<file path="config.mk">
export PLATFORM = sky130hd
export DESIGN_NAME = terminal_command_decoder
export DESIGN_NICKNAME = d
export VERILOG_FILES = /design/src/core/term_pkg.sv /design/src/core/terminal_command_decoder.sv /design/src/core/pin_sync.sv
export VERILOG_INCLUDE_DIRS = /design/src /design/src/core
export SDC_FILE = /design/constraint.sdc
export NUM_CORES = 1
export LEC_CHECK = 0
export ABC_AREA = 1
export BUFFER_PORTS_ARGS = -buffer_cell sky130_fd_sc_hd__buf_2
export CORE_UTILIZATION = 53
export DETAILED_ROUTE_END_ITERATION = 7
export PLACE_DENSITY = 0.76
export SLEW_MARGIN = 5
export SYNTH_ARGS = -nofsm -noshare
export SYNTH_HDL_FRONTEND = slang
export SYNTH_SLANG_ARGS = --single-unit
</file>
<file path="constraint.sdc">
create_clock -name pclk -period 2.3 [get_ports pclk]
set_clock_uncertainty 0.05 [all_clocks]
set_input_delay 0.69 -clock pclk [delete_from_list [all_inputs] [get_ports pclk]]
set_output_delay 0.69 -clock pclk [all_outputs]
set_load 0.02 [all_outputs]
</file>
<file path="src/core/term_defines.svh">
// Offsets, field positions, reset values and function codes of the
// terminal command decoder.
// Assumes a 32-bit APB slave with byte addresses and pclk at 125 MHz.
// Summary of operation
// - Ramp-select active chooses second ramp pair
// - Three-wire latch holds momentary run commands
// - Coast stop cuts output, no alarm
// - Alarm reset clears alarm output, release clears indications
// - External fault opening while running trips alarm
// - Inch-ready prepares jog, run key or terminals
// - Keypad jog combination toggles in keypad mode unless inch-ready
// - Frequency-source choice picks command two
// - Edit permit and protect setting gate edits
// - Unassigned edit permit counts as active
// - Loop enable switches loop controller or manual
// - Inverse action flips frequency and loop sense
// - Comms choice selects link; unassigned means active
// - Integrator clear resets integral and differential
// - Integrator freeze stops integral growth
// - Forward/backward run while active, else decelerate
// - Two assignments map status to outputs
// - Relay polarity decides energise or release
// - Moving flag: above start, not braking
// - Speed match within fixed 2.5 Hz
// - Adding 1000 selects active-low terminal
`ifndef TERM_DEFINES_SVH
`define TERM_DEFINES_SVH

// ==========================================================
// Register map
`define ASSIGN_BASE_OFS 8'h00
`define CONFIG_OFS 8'h14
`define OUT_ASSIGN_OFS 8'h18
`define CMD_STATUS_OFS 8'h1C
`define DRIVE_STATUS_OFS 8'h20
`define LAST_WORD_IDX 6'h08

// ==========================================================
// Field layout
`define ASSIGN_W 11
`define NEG_LOGIC_OFFSET 11'h3E8
`define CFG_RUN_SRC_LSB 0
`define CFG_EDIT_PROTECT_BIT 2
`define CFG_PROCESS_INV_BIT 3
`define OUT_TR_CODE_LSB 0
`define OUT_TR_NEG_BIT 7
`define OUT_RL_CODE_LSB 8
`define OUT_RL_NEG_BIT 15

// ==========================================================
// Reset values
`define ASSIGN_X1_RST 11'h000
`define ASSIGN_X2_RST 11'h001
`define ASSIGN_X3_RST 11'h002
`define ASSIGN_FWD_RST 11'h062
`define ASSIGN_REV_RST 11'h063
`define CONFIG_RST 4'h0
`define OUT_ASSIGN_RST 16'h6300

// ==========================================================
// Input and output function codes
`define CODE_RAMP_SET 7'h04
`define CODE_LATCH 7'h06
`define CODE_COAST 7'h07
`define CODE_ALARM_RESET 7'h08
`define CODE_EXT_FAULT 7'h09
`define CODE_INCH 7'h0A
`define CODE_FREQ_SRC 7'h0B
`define CODE_EDIT_PERMIT 7'h13
`define CODE_LOOP_EN 7'h14
`define CODE_INVERSE 7'h15
`define CODE_COMMS 7'h18
`define CODE_INTEG_CLEAR 7'h21
`define CODE_INTEG_FREEZE 7'h22
`define CODE_FORWARD 7'h62
`define CODE_BACKWARD 7'h63
`define OUT_CODE_MOVING 7'h00
`define OUT_CODE_MATCH 7'h01
`define OUT_CODE_ALARM 7'h63
`define RUN_SRC_TERMINAL 2'h1

// ==========================================================
// Frequencies in 0.01 Hz units
`define FREQ_W 16
`define MATCH_WINDOW 16'h00FA

`endif

</file>
<file path="src/core/term_pkg.sv">
// Types shared by the terminal command decoder.
// Assumes the constants header is included alongside.
package term_pkg;

  // ==========================================================
  // Alarm sequence
  typedef enum logic [1:0] {
    ALARM_NORMAL,
    ALARM_TRIPPED,
    ALARM_RESETTING
  } alarm_state_t;

endpackage : term_pkg

</file>
<file path="src/core/terminal_command_decoder.sv">
// Programmable terminal decoder: input terminals to drive commands,
// drive status to transistor and relay outputs, configured over APB.
// Assumes drive status inputs are synchronous to pclk; terminal pins are not.
//
// Implementation choices: the APB register port and the register offsets.
`timescale 1ns/1ps
`include "term_defines.svh"
module terminal_command_decoder #(
  parameter int TERMINALS = 5
) (
  input wire logic pclk,
  input wire logic presetn,
  input wire logic [7:0] paddr,
  input wire logic psel,
  input wire logic penable,
  input wire logic pwrite,
  input wire logic [31:0] pwdata,
  output logic [31:0] prdata,
  output logic pready,
  output logic pslverr,
  input wire logic [TERMINALS-1:0] terminal_pin,
  input wire logic keypad_run_key,
  input wire logic keypad_jog_combo,
  input wire logic protect_trip,
  input wire logic dc_braking,
  input wire logic [`FREQ_W-1:0] output_freq,
  input wire logic [`FREQ_W-1:0] set_freq,
  input wire logic [`FREQ_W-1:0] start_freq,
  output logic accel_set2_sel,
  output logic run_forward,
  output logic run_reverse,
  output logic decel_to_stop,
  output logic output_cut,
  output logic external_equipment_alarm,
  output logic alarm_output,
  output logic alarm_indication,
  output logic restart_permit,
  output logic jog_mode,
  output logic jog_run,
  output logic freq_cmd2_sel,
  output logic edit_all_permit,
  output logic edit_protect_only,
  output logic loop_enable,
  output logic inverse_freq,
  output logic loop_process_inverse,
  output logic comms_source_sel,
  output logic loop_terms_clear,
  output logic loop_integ_freeze,
  output logic transistor_output,
  output logic relay_output
);

  // ==========================================================
  // Elaboration check
  generate
    if (TERMINALS < 1 || TERMINALS > 5) begin : bad_terminals
      $error("terminal count must be 1 to 5");
    end
  endgenerate

  // ==========================================================
  // Functions
  // Returns {assigned, active} for one input function code
  function automatic logic [1:0] func_state(input logic [TERMINALS-1:0][`ASSIGN_W-1:0] asg,
                                            input logic [TERMINALS-1:0] lvl,
                                            input logic [6:0] code);
    logic [1:0] res;
    logic neg;
    logic [`ASSIGN_W-1:0] raw;
    res = 2'b00;
    for (int t = 0; t < TERMINALS; t++) begin
      neg = (asg[t] >= `NEG_LOGIC_OFFSET);
      raw = neg ? asg[t] - `NEG_LOGIC_OFFSET : asg[t];
      if (raw == {4'h0, code}) begin
        res[1] = 1'b1;
        res[0] = res[0] | (lvl[t] ^ neg);
      end
    end
    return res;
  endfunction : func_state

  // Unlisted output codes read inactive
  function automatic logic out_select(input logic [6:0] code, input logic moving,
                                      input logic match, input logic alarm);
    logic sel;
    sel = 1'b0;
    if (code == `OUT_CODE_MOVING) sel = moving;
    else if (code == `OUT_CODE_MATCH) sel = match;
    else if (code == `OUT_CODE_ALARM) sel = alarm;
    return sel;
  endfunction : out_select

  function automatic logic [`ASSIGN_W-1:0] assign_rst(input int t);
    logic [`ASSIGN_W-1:0] v;
    v = `ASSIGN_X1_RST;
    if (t == 1) v = `ASSIGN_X2_RST;
    else if (t == 2) v = `ASSIGN_X3_RST;
    else if (t == 3) v = `ASSIGN_FWD_RST;
    else if (t == 4) v = `ASSIGN_REV_RST;
    return v;
  endfunction : assign_rst

  // ==========================================================
  // Terminal synchronisation
  logic [TERMINALS-1:0] term_level;
  pin_sync #(.WIDTH(TERMINALS)) u_sync (
    .pclk(pclk),
    .presetn(presetn),
    .pin_async(terminal_pin),
    .pin_stable(term_level)
  );

  // ==========================================================
  // APB slave
  logic [TERMINALS-1:0][`ASSIGN_W-1:0] assign_reg;
  logic [3:0] config_reg;
  logic [15:0] out_assign_reg;
  logic [31:0] rd_word;
  logic rd_hit;
  logic apb_setup;
  logic apb_write;
  logic [5:0] word_idx;
  logic [31:0] cmd_status;
  logic [31:0] drive_status;

  assign apb_setup = psel & ~penable;
  assign apb_write = psel & penable & pready & pwrite;
  assign word_idx = paddr[7:2];

  always_comb begin
    rd_word = 32'h0000_0000;
    rd_hit = (paddr[1:0] == 2'h0) && (word_idx <= `LAST_WORD_IDX);
    for (int t = 0; t < TERMINALS; t++) begin
      if (paddr == 8'(`ASSIGN_BASE_OFS + 4 * t)) rd_word = {21'h0, assign_reg[t]};
    end
    if (paddr == `CONFIG_OFS) rd_word = {28'h0, config_reg};
    if (paddr == `OUT_ASSIGN_OFS) rd_word = {16'h0, out_assign_reg};
    if (paddr == `CMD_STATUS_OFS) rd_word = cmd_status;
    if (paddr == `DRIVE_STATUS_OFS) rd_word = drive_status;
  end

  // One wait-free access phase: pready rises the cycle after setup
  always_ff @(posedge pclk or negedge presetn) begin
    if (!presetn) begin
      pready <= 1'b0;
      pslverr <= 1'b0;
    end else begin
      pready <= apb_setup;
      pslverr <= apb_setup & ~rd_hit;
    end
  end

  always_ff @(posedge pclk or negedge presetn) begin
    if (!presetn) begin
      prdata <= 32'h0000_0000;
    end else if (apb_setup) begin
      prdata <= (pwrite || !rd_hit) ? 32'h0000_0000 : rd_word;
    end
  end

  genvar g;
  generate
    for (g = 0; g < TERMINALS; g++) begin : g_assign
      always_ff @(posedge pclk or negedge presetn) begin
        if (!presetn) begin
          assign_reg[g] <= assign_rst(g);
        end else if (apb_write && paddr == 8'(`ASSIGN_BASE_OFS + 4 * g)) begin
          assign_reg[g] <= pwdata[`ASSIGN_W-1:0];
        end
      end
    end
  endgenerate

  always_ff @(posedge pclk or negedge presetn) begin
    if (!presetn) begin
      config_reg <= `CONFIG_RST;
      out_assign_reg <= `OUT_ASSIGN_RST;
    end else if (apb_write) begin
      if (paddr == `CONFIG_OFS) config_reg <= pwdata[3:0];
      if (paddr == `OUT_ASSIGN_OFS) out_assign_reg <= pwdata[15:0];
    end
  end

  // ==========================================================
  // Input decoding
  logic [1:0] ramp_fs, latch_fs, coast_fs, reset_fs, ext_fs, inch_fs, freq_fs;
  logic [1:0] edit_fs, loop_fs, inv_fs, comms_fs, clr_fs, frz_fs, fwd_fs, rev_fs;
  assign ramp_fs = func_state(assign_reg, term_level, `CODE_RAMP_SET);
  assign latch_fs = func_state(assign_reg, term_level, `CODE_LATCH);
  assign coast_fs = func_state(assign_reg, term_level, `CODE_COAST);
  assign reset_fs = func_state(assign_reg, term_level, `CODE_ALARM_RESET);
  assign ext_fs = func_state(assign_reg, term_level, `CODE_EXT_FAULT);
  assign inch_fs = func_state(assign_reg, term_level, `CODE_INCH);
  assign freq_fs = func_state(assign_reg, term_level, `CODE_FREQ_SRC);
  assign edit_fs = func_state(assign_reg, term_level, `CODE_EDIT_PERMIT);
  assign loop_fs = func_state(assign_reg, term_level, `CODE_LOOP_EN);
  assign inv_fs = func_state(assign_reg, term_level, `CODE_INVERSE);
  assign comms_fs = func_state(assign_reg, term_level, `CODE_COMMS);
  assign clr_fs = func_state(assign_reg, term_level, `CODE_INTEG_CLEAR);
  assign frz_fs = func_state(assign_reg, term_level, `CODE_INTEG_FREEZE);
  assign fwd_fs = func_state(assign_reg, term_level, `CODE_FORWARD);
  assign rev_fs = func_state(assign_reg, term_level, `CODE_BACKWARD);

  logic [1:0] run_src;
  logic keypad_mode;
  logic edit_permit;
  assign run_src = config_reg[`CFG_RUN_SRC_LSB +: 2];
  assign keypad_mode = (run_src != `RUN_SRC_TERMINAL);
  assign edit_permit = edit_fs[1] ? edit_fs[0] : 1'b1;

  // ==========================================================
  // Simple level commands
  always_ff @(posedge pclk or negedge presetn) begin
    if (!presetn) begin
      accel_set2_sel <= 1'b0;
      freq_cmd2_sel <= 1'b0;
      edit_all_permit <= 1'b0;
      edit_protect_only <= 1'b0;
      loop_enable <= 1'b0;
      inverse_freq <= 1'b0;
      loop_process_inverse <= 1'b0;
      comms_source_sel <= 1'b0;
      loop_terms_clear <= 1'b0;
      loop_integ_freeze <= 1'b0;
    end else begin
      accel_set2_sel <= ramp_fs[0];
      freq_cmd2_sel <= freq_fs[0];
      edit_all_permit <= edit_permit & ~config_reg[`CFG_EDIT_PROTECT_BIT];
      edit_protect_only <= edit_permit & config_reg[`CFG_EDIT_PROTECT_BIT];
      loop_enable <= loop_fs[0];
      inverse_freq <= inv_fs[0];
      loop_process_inverse <= loop_fs[0] & (config_reg[`CFG_PROCESS_INV_BIT] ^ inv_fs[0]);
      comms_source_sel <= comms_fs[1] ? comms_fs[0] : 1'b1;
      loop_terms_clear <= clr_fs[0];
      loop_integ_freeze <= frz_fs[0];
    end
  end

  // ==========================================================
  // Status flags
  logic moving_reg;
  logic match_reg;
  logic [`FREQ_W-1:0] freq_diff;
  assign freq_diff = (output_freq >= set_freq) ? output_freq - set_freq : set_freq - output_freq;

  always_ff @(posedge pclk or negedge presetn) begin
    if (!presetn) begin
      moving_reg <= 1'b0;
      match_reg <= 1'b0;
    end else begin
      moving_reg <= (output_freq > start_freq) & ~dc_braking;
      match_reg <= (freq_diff <= `MATCH_WINDOW);
    end
  end

  // ==========================================================
  // Alarm sequence
  term_pkg::alarm_state_t alarm_reg, alarm_next;
  logic ext_trip;
  logic any_trip;
  logic reset_active;
  assign ext_trip = ext_fs[1] & ~ext_fs[0] & moving_reg;
  assign any_trip = ext_trip | protect_trip;
  assign reset_active = reset_fs[0];

  // A new trip outranks a reset in the same cycle
  always_comb begin
    alarm_next = alarm_reg;
    unique case (alarm_reg)
      term_pkg::ALARM_NORMAL: if (any_trip) alarm_next = term_pkg::ALARM_TRIPPED;
      term_pkg::ALARM_TRIPPED: if (reset_active && !any_trip) alarm_next = term_pkg::ALARM_RESETTING;
      term_pkg::ALARM_RESETTING: begin
        if (any_trip) alarm_next = term_pkg::ALARM_TRIPPED;
        else if (!reset_active) alarm_next = term_pkg::ALARM_NORMAL;
      end
      default: alarm_next = term_pkg::ALARM_TRIPPED;
    endcase
  end

  // Short reset pulses are not filtered; a held reset is expected outside
  always_ff @(posedge pclk or negedge presetn) begin
    if (!presetn) begin
      alarm_reg <= term_pkg::ALARM_NORMAL;
      alarm_output <= 1'b0;
      alarm_indication <= 1'b0;
      restart_permit <= 1'b0;
    end else begin
      alarm_reg <= alarm_next;
      alarm_output <= (alarm_next == term_pkg::ALARM_TRIPPED);
      alarm_indication <= (alarm_next != term_pkg::ALARM_NORMAL);
      restart_permit <= (alarm_next == term_pkg::ALARM_NORMAL);
    end
  end

  always_ff @(posedge pclk or negedge presetn) begin
    if (!presetn) begin
      external_equipment_alarm <= 1'b0;
    end else if (ext_trip) begin
      external_equipment_alarm <= 1'b1;
    end else if (alarm_next == term_pkg::ALARM_NORMAL) begin
      external_equipment_alarm <= 1'b0;
    end
  end

  // ==========================================================
  // Run, latch and cut
  logic run_fwd_next, run_rev_next, cut_next;
  logic fwd_lvl, rev_lvl;
  assign fwd_lvl = fwd_fs[0];
  assign rev_lvl = rev_fs[0];
  assign cut_next = coast_fs[0] | (alarm_next != term_pkg::ALARM_NORMAL);

  always_comb begin
    run_fwd_next = fwd_lvl & ~rev_lvl;
    run_rev_next = rev_lvl & ~fwd_lvl;
    if (latch_fs[1]) begin
      run_fwd_next = run_forward;
      run_rev_next = run_reverse;
      if (!latch_fs[0]) begin
        run_fwd_next = 1'b0;
        run_rev_next = 1'b0;
      end else if (fwd_lvl && !rev_lvl) begin
        run_fwd_next = 1'b1;
        run_rev_next = 1'b0;
      end else if (rev_lvl && !fwd_lvl) begin
        run_fwd_next = 1'b0;
        run_rev_next = 1'b1;
      end
    end
  end

  always_ff @(posedge pclk or negedge presetn) begin
    if (!presetn) begin
      run_forward <= 1'b0;
      run_reverse <= 1'b0;
      decel_to_stop <= 1'b0;
      output_cut <= 1'b0;
    end else begin
      run_forward <= run_fwd_next;
      run_reverse <= run_rev_next;
      decel_to_stop <= ~(run_fwd_next | run_rev_next) & ~cut_next;
      output_cut <= cut_next;
    end
  end

  // ==========================================================
  // Jogging
  logic jog_toggle_reg;
  logic jog_mode_next;
  assign jog_mode_next = inch_fs[0] | (keypad_mode & jog_toggle_reg);

  always_ff @(posedge pclk or negedge presetn) begin
    if (!presetn) begin
      jog_toggle_reg <= 1'b0;
    end else if (keypad_mode && !inch_fs[0] && keypad_jog_combo) begin
      jog_toggle_reg <= ~jog_toggle_reg;
    end
  end

  always_ff @(posedge pclk or negedge presetn) begin
    if (!presetn) begin
      jog_mode <= 1'b0;
      jog_run <= 1'b0;
    end else begin
      jog_mode <= jog_mode_next;
      jog_run <= jog_mode_next & (keypad_mode ? keypad_run_key : (run_fwd_next | run_rev_next));
    end
  end

  // ==========================================================
  // Output terminals
  always_ff @(posedge pclk or negedge presetn) begin
    if (!presetn) begin
      transistor_output <= 1'b0;
      relay_output <= 1'b0;
    end else begin
      transistor_output <= out_select(out_assign_reg[`OUT_TR_CODE_LSB +: 7], moving_reg, match_reg, alarm_output)
                           ^ out_assign_reg[`OUT_TR_NEG_BIT];
      relay_output <= out_select(out_assign_reg[`OUT_RL_CODE_LSB +: 7], moving_reg, match_reg, alarm_output)
                      ^ out_assign_reg[`OUT_RL_NEG_BIT];
    end
  end

  // ==========================================================
  // Readback words
  assign cmd_status = {15'h0, run_forward, run_reverse, decel_to_stop, output_cut, jog_mode, jog_run,
                       accel_set2_sel, freq_cmd2_sel, loop_enable, inverse_freq, loop_process_inverse,
                       comms_source_sel, loop_terms_clear, loop_integ_freeze, edit_all_permit,
                       edit_protect_only, 1'b0};
  assign drive_status = {17'h0, 8'(term_level), alarm_reg, external_equipment_alarm, moving_reg,
                         match_reg, transistor_output, relay_output};
endmodule : terminal_command_decoder

</file>
<file path="src/core/pin_sync.sv">
// Three-stage synchroniser with agreement filter for terminal pins.
// Assumes pins are asynchronous to pclk; output is a clean level.
`timescale 1ns/1ps
module pin_sync #(
  parameter int WIDTH = 5
) (
  input wire logic pclk,
  input wire logic presetn,
  input wire logic [WIDTH-1:0] pin_async,
  output logic [WIDTH-1:0] pin_stable
);

  // ==========================================================
  // Elaboration check
  generate
    if (WIDTH < 1) begin : bad_width
      $error("pin_sync needs at least one pin");
    end
  endgenerate

  // ==========================================================
  // Per-pin stages
  genvar i;
  generate
    for (i = 0; i < WIDTH; i++) begin : g_pin
      logic s1_reg;
      logic s2_reg;
      logic s3_reg;
      // First stage feeds only the second; filter looks at stages two and three
      always_ff @(posedge pclk or negedge presetn) begin
        if (!presetn) begin
          s1_reg <= 1'b0;
          s2_reg <= 1'b0;
          s3_reg <= 1'b0;
        end else begin
          s1_reg <= pin_async[i];
          s2_reg <= s1_reg;
          s3_reg <= s2_reg;
        end
      end
      always_ff @(posedge pclk or negedge presetn) begin
        if (!presetn) begin
          pin_stable[i] <= 1'b0;
        end else if (s2_reg == s3_reg) begin
          pin_stable[i] <= s3_reg;
        end
      end
    end
  endgenerate

endmodule : pin_sync

</file>
==> impl_metrics.toml <==
[synthesis]
yosysTopAreaCell = "dfrtp_1"
yosys.area.top_type_share = 0.288
synth-simple-area-share = 0.322
async_flop_share = 1.00
synthFlopType = "dfrtp_1"
seq_area_frac_synth = 0.319
ys_ff_latch = 141
synthAdderAreaFrac = 0.0666
synth_top_family_by_area = "simple AND/OR/NAND/NOR gates"
netlist_area_sq_um = 11100
synth.most_common_cell = "nand2_1"
synthMuxAreaShare = 0
yosysWarningCount = 0
synth_common_cells = "421 x nand2_1, 230 x inv_1, 183 x nor2_1, 140 x o21ai_0, 128 x dfrtp_1"
ys_top_cells_by_area = "dfrtp_1 29%, nand2_1 14%, inv_1 7.8%, o21ai_0 6.3%, nor2_1 6.2%"
synth-xor-area-share = 0.0244
synth_cell_type_count = 62
postSynthCellCount = 1648
synth_compound_area_frac = 0.163
synth_edf_count = 0
syn_avg_cell_area_sq_um = 6.75

[place]
dpl.hpwl_um = 34100
pre_cts_ws_ns = -0.649
gp_congestion = 1.05
portBuffers = 126

[floorplan]
die_h_um = 147
initial_core_util = 0.545
fp.dieArea_sq_um = 21600
num_rows = 52
io_pins = 158
core-area_sq_um = 20400
die_x_um = 147

[power]
finalPower_mw = 7.07
peakVddDrop_v = 0.000462
power_per_cell_area_nw_per_um2 = 395
p_leak_nw = 9.04

[grt]
grt_usage = 0.446
grt_pass1_wl_um = 73800
antenna_found_initial = 2
grt_max_degree = 46
grt_pass1_vias = 14100
grt_overflow_total = 0

[clock_network]
clkLatencyLatePin_ns = 0.45
numCtsBuffers = 17
htreeDepth = 4
clockBufferDepth = 2
cts_hold_buf = 0
clock_sink_count = 141
ctsRootBufferMaster = "clkbuf_16"
cts_tree = "yes"
clk_pin_slew_ns = 0.08

[drt]
drcViolationCount = 0
drtAntennaViolNets = 0
viasPerCell = 6.02
detail_route.wl_per_cell_um = 21.1
drt_iter0_drc = 2088
firstDrtPassIters = 7
wirelength_um = 53200
routed-via-count = 15200

[cells_and_area]
post-route-util = 0.877
largest_register_ffs = 55
fillers = 1046
nets = 2389
drive_gt1_frac = 0.444
synthToLayoutAreaGrowth_pct = 61.1

[worst_setup_path]
cp-end-kind = "flip-flop"
worstPathRequired_ns = 2.59
worst-path-max-fanout = 4
ff2ff_setup_slack_ns = -0.50
start_kind = "flip-flop"
crit_type = "reg2reg"
crit_arrival_ns = 3.09

[timing]
slew_headroom = 0.410
fin_crit_ns = 2.80
setup_viol = 27
rsz0062_at_grt = "true"
final_max_slew_viol_count = 0
totalNegativeSetupSlack_ns = -8.73
hold_viol = 0
max_freq_mhz = 357
worstMarginPinSlew_ns = 0.876
setup_slack_ns = -0.503
min_period_over_period = 1.22

[status]
violations = "negative setup slack"
status = "complete, but fails checks"

[run]
maxCapViolations = 0

[hold_path]
holdCritPathClass = "in2async"
per-stage QoR:
| step | hold slack, ns | cell area (sq um) | std cells |
|---|---|---|---|
| 2_1_floorplan | 0.281 | 11300 | 1662 |
| 3_3_place_gp | 0.282 | 15200 | 2420 |
| 3_5_place_dp | 0.287 | 15200 | 2420 |
| 4_1_cts | 0.144 | 17200 | 2501 |
| 5_1_grt | 0.154 | 17900 | 2516 |
| 6_report | 0.115 | 17900 | 2518 |
cells in the final DEF, fill, tap and decap left out, types with 6 or more instances in the layout:
cell type / count
a21oi_1: 51
a21oi_2: 12
a21oi_4: 10
a31oi_1: 6
buf_12: 12
buf_2: 122
buf_4: 415
buf_6: 45
clkbuf_16: 17
conb_1: 15
dfrtp_1: 127
dfstp_2: 13
ha_1: 39
ha_4: 13
inv_1: 202
inv_2: 34
nand2_1: 331
nand2_2: 76
nand2_4: 28
nand3_1: 70
nand3_2: 27
nand3_4: 15
nand4_1: 39
nor2_1: 128
nor2_2: 46
nor2_4: 23
nor3_1: 11
nor3_2: 12
o211ai_1: 15
o21ai_0: 111
o21ai_1: 23
o21ai_2: 11
o221ai_1: 6
xnor2_1: 8
xor2_1: 18
layout make-up:
type,count,area [sq um],share of cell area
Tap cell,270,338,0.0188
Multi-Input combinational cell,1232,7980,0.445
Clock buffer,17,425,0.0237
Inverter,246,956,0.0533
Sequential cell,141,3550,0.198
Timing Repair Buffer,595,4500,0.251
Clock inverter,15,174,0.00970
Antenna cell,2,5.00,0.000279
worst paths after layout:
path                       cells past startpoint                    from                       end
min in group pclk                              1         terminal_pin[1]    u_sync.g_pin[1].s1_reg
max in group asynchronous                      2                 presetn            assign_reg[39]
hold reg to reg                                0  u_sync.g_pin[2].s1_reg    u_sync.g_pin[2].s2_reg
setup / recovery                              19          assign_reg[38]  external_equipment_alarm
setup reg to reg                              19          assign_reg[38]  external_equipment_alarm
hold / removal                                 1                 presetn            assign_reg[20]
report_power, final:
| part | total [mW] | switching, mW | internal, mW |
|---|---|---|---|
| logic | 1.56 | 0.896 | 0.666 |
| clock network | 2.89 | 1.43 | 1.46 |
| registers | 2.62 | 0.0726 | 2.55 |
| total | 7.07 | 2.40 | 4.67 |
worst max-delay path: stages, from the launching register on:
cell	delay, ns
dfstp_2	0.61
nand2_2	0.10
nor2_4	0.17
a21oi_4	0.12
buf_6	0.14
nand2_4	0.09
nand2_1	0.09
nand2_2	0.11
nand2_4	0.07
buf_4	0.14
nor2_2	0.13
nand2_1	0.13
o21ai_4	0.19
nor2_4	0.05
nand3_2	0.07
nand2_2	0.07
nor2_4	0.15
nand2_2	0.08
nand2_1	0.06
nand2_1	0.05
kinds of logic after synthesis:
group,Yosys count
xor gates and xnor gates,31
adders and majority gates,59
DFF,141
other,1
and+or+nand+nor,821
AOI/OAI and AO/OA,303
buffers and inverters,292
per-layer routing:
metal	part of all wire	global-route usage
met1	0.35	0.528
met2	0.45	0.735
met3	0.11	0.0891
met4	0.087	0.301
met5	0.00017	0
repair_timing:
action / CTS / global route
pin swaps: 121 / 68
endpoints found under the setup margin: 31 / 36
buffers inserted: 47 / 16
gates cloned: 4 / 1
gates resized for setup: 276 / 163
(Power assumes the default switching activity.)
